`config.mk`:
```
export PLATFORM = sky130hd
export DESIGN_NAME = fan_pwm_tach
export DESIGN_NICKNAME = d
export VERILOG_FILES = /design/src/design/fan_pwm_pkg.sv /design/src/design/fan_pwm_tach.sv /design/src/design/tick_divider.sv
export SDC_FILE = /design/constraint.sdc
export NUM_CORES = 1
export LEC_CHECK = 0
export BUFFER_PORTS_ARGS = -buffer_cell sky130_fd_sc_hd__buf_2
export CORE_MARGIN = 4
export CORE_UTILIZATION = 30
export DETAILED_ROUTE_END_ITERATION = 16
export GPL_TIMING_DRIVEN = 0
export PLACE_DENSITY = 0.51
export REMOVE_ABC_BUFFERS = 1
export SETUP_SLACK_MARGIN = 0.4
export SLEW_MARGIN = 10
export SYNTH_ARGS = -nofsm -noshare
export SYNTH_HDL_FRONTEND = slang
export SYNTH_SLANG_ARGS = --single-unit
export TNS_END_PERCENT = 30
```
`constraint.sdc`:
```
create_clock -name clk -period 2.2 [get_ports clk]
set_input_delay 0.22 -clock clk [delete_from_list [all_inputs] [get_ports clk]]
set_output_delay 0.22 -clock clk [all_outputs]
set_load 0.02 [all_outputs]
```
`src/design/fan_pwm_pkg.sv`:
```
// fan_pwm_pkg: register map, field layout, reset values and timing counts
// for the fan drive and tachometer block.
// assumes a 100 MHz system clock and an 8-bit register port.
package fan_pwm_pkg;

  localparam int CLK_PERIOD_NS = 10;

  // register port geometry
  localparam int ADDR_W = 4;
  localparam int DATA_W = 8;

  // register indices
  localparam logic [3:0] FAN_DRIVE_ADDR = 4'h0;
  localparam logic [3:0] FAN_CTRL_ADDR = 4'h1;
  localparam logic [3:0] TACH_COUNT_ADDR = 4'h2;
  localparam logic [3:0] TACH_STATUS_ADDR = 4'h3;

  // reset values
  localparam logic [7:0] FAN_DRIVE_RESET = 8'h00;
  localparam logic [7:0] FAN_CTRL_RESET = 8'h00;

  // fan_drive_control fields
  localparam int FORCE_HIGH_BIT = 0;
  localparam int DUTY_LSB = 1;
  localparam int DUTY_W = 6;

  // fan control fields
  localparam int PWM_EXP_LSB = 0;
  localparam int PWM_EXP_W = 4;
  localparam int TACH_DIV_LSB = 4;
  localparam int TACH_DIV_W = 2;
  localparam logic [3:0] PWM_EXP_MAX = 4'ha;

  // status fields
  localparam int FRESH_BIT = 0;

  // pwm: 64 steps per period, step of 330 ns scaled by 2^exp (0..10)
  localparam int PWM_STEP_NS = 330;
  localparam int PWM_STEP_CYCLES = PWM_STEP_NS / CLK_PERIOD_NS;
  localparam int PWM_PRE_W = 10;

  // tachometer count clock base period, 30.52 us, scaled by 2^divisor
  localparam int TACH_CLOCK_PERIOD_NS = 30520;
  localparam int TACH_CLOCK_CYCLES = TACH_CLOCK_PERIOD_NS / CLK_PERIOD_NS;
  localparam int TACH_PRE_W = 3;
  localparam int TACH_COUNT_W = 8;

  localparam int TICK_W = 12;

endpackage : fan_pwm_pkg

```
`src/design/fan_pwm_tach.sv`:
```
// fan_pwm_tach: fan drive pwm generator with tachometer period counter,
// programmed over a plain register port (read data one cycle after strobe).
// assumes tachIn is already synchronous to clk.
// limitation: writes take effect mid-period, so the period in flight may
// end with a runt or stretched pulse; no shadow register, to keep it small.
//
// Implementation choices: the register offsets and strobed register access.
`timescale 1ns/1ps
module fan_pwm_tach (
  input wire logic clk,
  input wire logic rst_b,
  input wire logic [fan_pwm_pkg::ADDR_W-1:0] regAddr,
  input wire logic [fan_pwm_pkg::DATA_W-1:0] regWrData,
  input wire logic regWr,
  input wire logic regRd,
  output logic [fan_pwm_pkg::DATA_W-1:0] regRdData,
  input wire logic tachIn,
  output logic fanDriveOutput
);
  import fan_pwm_pkg::*;

  ////////////////////////////////////////////////////////////////////////////
  // helpers

  // mask of the low 'exp' bits; used for both prescalers
  function automatic logic [PWM_PRE_W-1:0] lowMask(input logic [3:0] exp);
    logic [PWM_PRE_W-1:0] m;
    m = '0;
    for (int i = 0; i < PWM_PRE_W; i++) begin
      if (i < int'(exp)) begin
        m[i] = 1'b1;
      end
    end
    return m;
  endfunction : lowMask

  // a prescaler finishes its span on a base tick once its low 'exp' bits are all set
  function automatic logic prescaleDue(input logic baseTick, input logic [PWM_PRE_W-1:0] pre,
    input logic [PWM_PRE_W-1:0] mask);
    return baseTick && ((pre & mask) == mask);
  endfunction : prescaleDue

  ////////////////////////////////////////////////////////////////////////////
  // types

  typedef struct packed {
    // software registers
    logic [7:0] fanDrive;
    logic [7:0] fanCtrl;
    // pwm generator
    logic [PWM_PRE_W-1:0] pwmPre;
    logic [DUTY_W-1:0] pwmStep;
    logic fanOut;
    // tachometer
    logic [TACH_PRE_W-1:0] tachPre;
    logic tachSample;
    logic [TACH_COUNT_W-1:0] tachRun;
    logic [TACH_COUNT_W-1:0] tachCount;
    logic tachFresh;
    // read port
    logic [DATA_W-1:0] rdData;
  } fan_state_t;

  // drive level for the current step; force wins over the duty code
  function automatic logic driveLevel(input logic [DATA_W-1:0] drive, input logic [DUTY_W-1:0] step);
    logic [DUTY_W-1:0] code;
    logic level;
    code = drive[DUTY_LSB +: DUTY_W];
    if (drive[FORCE_HIGH_BIT]) begin
      level = 1'b1;
    end else if (code == 6'h00) begin
      level = 1'b0;
    end else begin
      // high for 'code' of the 64 steps
      level = (step < code);
    end
    return level;
  endfunction : driveLevel

  // read view of the registers; unmapped indices read as zero
  function automatic logic [DATA_W-1:0] readReg(input logic [ADDR_W-1:0] addr, input fan_state_t st);
    logic [DATA_W-1:0] d;
    d = '0;
    unique case (addr)
      FAN_DRIVE_ADDR: d = st.fanDrive;
      FAN_CTRL_ADDR: d = st.fanCtrl;
      TACH_COUNT_ADDR: d = st.tachCount;
      TACH_STATUS_ADDR: d = {7'h00, st.tachFresh};
      default: d = '0;
    endcase
    return d;
  endfunction : readReg

  fan_state_t state;
  fan_state_t next_state;

  logic pwmBaseTick;
  logic tachBaseTick;

  ////////////////////////////////////////////////////////////////////////////
  // time bases

  tick_divider pwmBase (
    .clk(clk),
    .rst_b(rst_b),
    .period(TICK_W'(PWM_STEP_CYCLES)),
    .tick(pwmBaseTick)
  );

  tick_divider tachBase (
    .clk(clk),
    .rst_b(rst_b),
    .period(TICK_W'(TACH_CLOCK_CYCLES)),
    .tick(tachBaseTick)
  );

  ////////////////////////////////////////////////////////////////////////////
  // next state

  logic [3:0] pwmExp;
  logic [PWM_PRE_W-1:0] pwmMask;
  logic pwmStepTick;
  logic [PWM_PRE_W-1:0] tachMask;
  logic tachTick;
  logic tachRise;

  always_comb begin
    next_state = state;

    // exponent above 10 would exceed the longest period, so clamp it
    pwmExp = state.fanCtrl[PWM_EXP_LSB +: PWM_EXP_W];
    if (pwmExp > PWM_EXP_MAX) begin
      pwmExp = PWM_EXP_MAX;
    end
    pwmMask = lowMask(pwmExp);
    pwmStepTick = prescaleDue(pwmBaseTick, state.pwmPre, pwmMask);
    tachMask = lowMask({2'b00, state.fanCtrl[TACH_DIV_LSB +: TACH_DIV_W]});
    tachTick = prescaleDue(tachBaseTick, PWM_PRE_W'(state.tachPre), tachMask);
    tachRise = 1'b0;

    // pwm prescaler and 64-step period counter
    if (pwmBaseTick) begin
      next_state.pwmPre = (pwmStepTick) ? '0 : state.pwmPre + 10'h001;
    end
    if (pwmStepTick) begin
      next_state.pwmStep = state.pwmStep + 6'h01;
    end

    next_state.fanOut = driveLevel(state.fanDrive, state.pwmStep);

    // tachometer: sample once per count clock, so pulses must span
    // at least one count clock to be sure of being seen; shorter glitches can be missed
    // the first reading after reset spans a partial period
    if (tachBaseTick) begin
      next_state.tachPre = (tachTick) ? '0 : state.tachPre + 3'h1;
    end
    if (tachTick) begin
      next_state.tachSample = tachIn;
      tachRise = tachIn && !state.tachSample;
      if (tachRise) begin
        next_state.tachCount = state.tachRun;
        next_state.tachRun = 8'h01;
        next_state.tachFresh = 1'b1;
      end else if (state.tachRun != 8'hff) begin
        next_state.tachRun = state.tachRun + 8'h01;
      end
    end else if (state.tachRun == 8'hff) begin
      // stopped fan: report full scale instead of a stale reading
      next_state.tachCount = 8'hff;
    end

    // register writes
    if (regWr) begin
      unique case (regAddr)
        FAN_DRIVE_ADDR: next_state.fanDrive = regWrData;
        FAN_CTRL_ADDR: next_state.fanCtrl = regWrData;
        TACH_STATUS_ADDR: begin
          // write one to clear; a new reading in the same cycle wins
          if (regWrData[FRESH_BIT] && !tachRise) begin
            next_state.tachFresh = 1'b0;
          end
        end
        default: begin
        end
      endcase
    end

    // register reads, answered in the next cycle
    next_state.rdData = '0;
    if (regRd) begin
      next_state.rdData = readReg(regAddr, state);
    end
  end

  ////////////////////////////////////////////////////////////////////////////
  // state register

  always_ff @(posedge clk or negedge rst_b) begin
    if (!rst_b) begin
      // constants only; the two software registers take their own reset values
      state <= '0;
      state.fanDrive <= FAN_DRIVE_RESET;
      state.fanCtrl <= FAN_CTRL_RESET;
    end else begin
      state <= next_state;
    end
  end

  ////////////////////////////////////////////////////////////////////////////
  // outputs

  assign regRdData = state.rdData;
  assign fanDriveOutput = state.fanOut;

endmodule : fan_pwm_tach

```
`src/design/tick_divider.sv`:
```
// tick_divider: emits a one-cycle pulse every 'period' clock cycles.
// assumes period is at least 1 and held steady while running.
`timescale 1ns/1ps
module tick_divider (
  input wire logic clk,
  input wire logic rst_b,
  input wire logic [fan_pwm_pkg::TICK_W-1:0] period,
  output logic tick
);
  import fan_pwm_pkg::*;

  typedef struct packed {
    logic [TICK_W-1:0] cnt;
    logic tick;
  } div_state_t;

  div_state_t state;
  div_state_t next_state;

  always_comb begin
    next_state = state;
    next_state.tick = 1'b0;
    if (state.cnt >= period - 12'h001) begin
      next_state.cnt = '0;
      next_state.tick = 1'b1;
    end else begin
      next_state.cnt = state.cnt + 12'h001;
    end
  end

  always_ff @(posedge clk or negedge rst_b) begin
    if (!rst_b) begin
      state <= '0;
    end else begin
      state <= next_state;
    end
  end

  assign tick = state.tick;

endmodule : tick_divider

```
==> key figures <==
Power
  • LEAKAGE: 2.21 nW
  • Pwr per Cell Area: 870 nW/um2
  • VDD IR max: 412 uV

Synth
  • #FFs+latches synth: 88
  • Mapped Cells: 381
  • Distinct cell type count after synthesis: 48
  • Post-synth EDFFs: 0
  • Syn avg cell area: 10.8 um2
  • Synth async-reset ratio: 100%
  • Primary FF master, synth: dfrtp_1
  • Seq/Total Area, Yosys: 53.4%
  • Synth Warn #: 0
  • Post-Syn Area: 4120 um2

Min path
  • Worst Hold Class: in2reg

Layout
  • Final Instance Count excl. Fillers: 602
  • Layout cells sized above 1: 24.2%
  • Highest-count cells in the layout ignoring fill and taps: dfrtp_1, nor2_1, nand3_1, nand2_1, buf_2
  • Area of the multi-input gates: 1880 um2
  • Area delta synth->final: 20.0%
  • Final net count: 452
  • Post-layout util: 37.0%
  • Fill count: 1,320
  • Commonest non-fill, non-tap cell in the layout: dfrtp_1
  • N_diodes: 0
  • FF+latch area: 2210 um2

Clock tree
  • Clock Sinks: 88
  • Clock Latency Late Sink: 340 ps
  • Root buf cell: clkbuf_16
  • Clock buffer depth: 2
  • CTS tree: yes
  • H-tree Lvls: 3
  • CTS Buf Count: 9
  • Worst-path clk slew: 60 ps

STA
  • F_max: 570 MHz
  • Crit path time final: 1750 ps
  • Setup ws final: 447 ps
  • Max-slew violation count: 0
  • Hold WS: 128 ps
  • Final setup vio count: 0
  • Slew @ Worst Pin: 615 ps
  • Post-route clock period utilization: 79.7%
  • Layout Skew: 7.51 ps
  • Max-Slew Margin vs Limit: 58.9%
  • Final hold vios: 0
  • RSZ-0062 raised after global routing: yes

Detailed routing
  • Starting DRT DRC Count: 163
  • DRC viols: 0
  • WL/cell: 13.4 um
  • Avg Vias per Cell: 4.67
  • Drt first pass iters: 6
  • Antenna viol nets, final: 0
  • Via count: 2,812
  • Routed wire length: 8060 um

Global route
  • Vias in the first global route: 2,818
  • Total gr overflow: 0
  • Initial antenna violation count: 0
  • Aggregate global-route resource usage: 10.6%
  • First-pass GRT wire length: 13,600 um
  • Largest net degree at the start of global routing: 50

Critical path
  • Worst Path Max Fanout: 6
  • Worst Setup EP: state[31]
  • R2r endpoint: state[31]
  • Reg-to-Reg Start: state[48]
  • Crit end category: flop
  • Worst Path Required: 2420 ps
  • CP startpoint: state[48]
  • Critical Path AT: 1970 ps
  • Worst R2R Setup Slack: 450 ps
  • CP startpoint kind: flop
  • FF-to-FF path depth: 5
  • Levels on crit path: 5
  • CP bufs+invs: 0
  • Top delay family on crit path: simple AND/OR/NAND/NOR gates
  • WS Path Type: reg2reg
  • Critical path's slowest cell: dfrtp_2
  • CP max stage delay: 440 ps
  • CP Cell Sequence: or3_4 > a22oi_2 > nand4_4 > nor2_4 > mux2_4

Placed design
  • Hpwl dp: 5370 um
  • Worst slack, placed: -268 ps
  • Placed Cells incl. Taps: 571
  • Port buffer count: 25
  • Gpl congestion: 0.745

Die
  • Initial Utilization: 30.9%
  • I/O Pins: 26
  • Chip height: 125 um
  • Core Rows: 42
  • Die area: 15,700 um2
  • Die span in x: 125 um
  • Core ar.: 13,300 um2

Status
  • Outcome: finished, final reports clean

Flow run
  • Maxcap violations: 0
## worst min-delay path by stage
stage,start,end,slack (ps),depth (start not counted)
after CTS,tachIn,state[25],110,3
after global placement,tachIn,state[25],450,3
after floorplan,rst_b,fanDriveOutput,-80,0
after global routing,regRd,regRdData[0],130,2
after detailed placement,rst_b,regRdData[7],230,1
final,tachIn,state[25],130,3
## cells in the mapped netlist, types with 5 or more instances
cell / n / area [um2]
dfrtp_1: 88 / 2200
nor2_1: 46 / 173
nand3_1: 27 / 135
nand2_1: 26 / 97.6
mux2_2: 21 / 236
xor2_1: 19 / 166
a21oi_1: 17 / 85.1
inv_1: 17 / 63.8
ha_1: 12 / 150
mux2i_1: 10 / 100
o21ai_0: 10 / 50.1
buf_4: 9 / 67.6
nor2b_1: 7 / 43.8
xnor2_1: 7 / 61.3
nand4_1: 6 / 37.5
and3_1: 5 / 31.3
nor3_1: 5 / 25.0
## registers in the layout, indices dropped and copies added (netlist names)
register        count
pwmBase.state      12
regRdData           8
fanDriveOutput      1
tachBase.state     12
tachBase.tick       1
state              53
pwmBase.tick        1
## per-stage QoR
stage / cell area, um2 / TNS (ps) / power (mW)
global route: 4940 / 0 / 4.58
detailed placement: 4410 / -489 / 2.72
global placement: 4380 / -929 / 2.70
finish: 4940 / 0 / 4.30
CTS: 4800 / 0 / 4.27
floorplan: 4040 / 0 / 2.50
## cells by family after synthesis
logic type,share of synthesized area [%]
buffers and inverters,4.04
adder cells (fa/ha/maj),3.64
AO/OA/AOI/OAI,7.53
multiplexers,8.72
AND/OR/NAND/NOR,16.6
XOR/XNOR,5.92
flip-flops,53.4
other,0.0910
## worst reg2reg max path: cells and delay by family (launching register included)
family           cells  cell delay, ps
AND/OR/NAND/NOR      3             740
multiplexers         1             310
AO/OA/AOI/OAI        1             170
flip-flops           1             440
## per-layer routing
metal,global-route usage [%],up-vias,part of all wire (%)
met3,2.77,11,2.6
met1,14.0,1381,48
met5,0,-,0
met4,4.34,0,2.2
li1,-,1390,-
met2,16.7,30,47
## timing repair
item | 4_1_cts | 5_1_grt
endpoints found under the hold margin | 39 | 0
endpoints found under the setup margin | 28 | 22
hold buffers | 1 | 0
buffers inserted | 8 | 8
pin swaps | 3 | 9
gates resized for setup | 9 | 21
## area by class of cell
class                           instances  area share, %
Sequential cell                        88           44.6
Timing Repair Buffer                   43           5.92
Tap cell                              176           4.45
Multi-Input combinational cell        264           38.1
Clock buffer                           10           4.63
Inverter                               17           1.29
Clock inverter                          4          0.962
## power breakdown
part	switching, mW	leakage (nW)	internal (mW)	total, mW
logic	0.395	0.979	0.418	0.813
registers	0.224	1.10	1.81	2.03
clock network	0.591	0.134	0.863	1.45
total	1.21	2.21	3.09	4.30
Note: power is estimated with default switching activity, not from simulation.
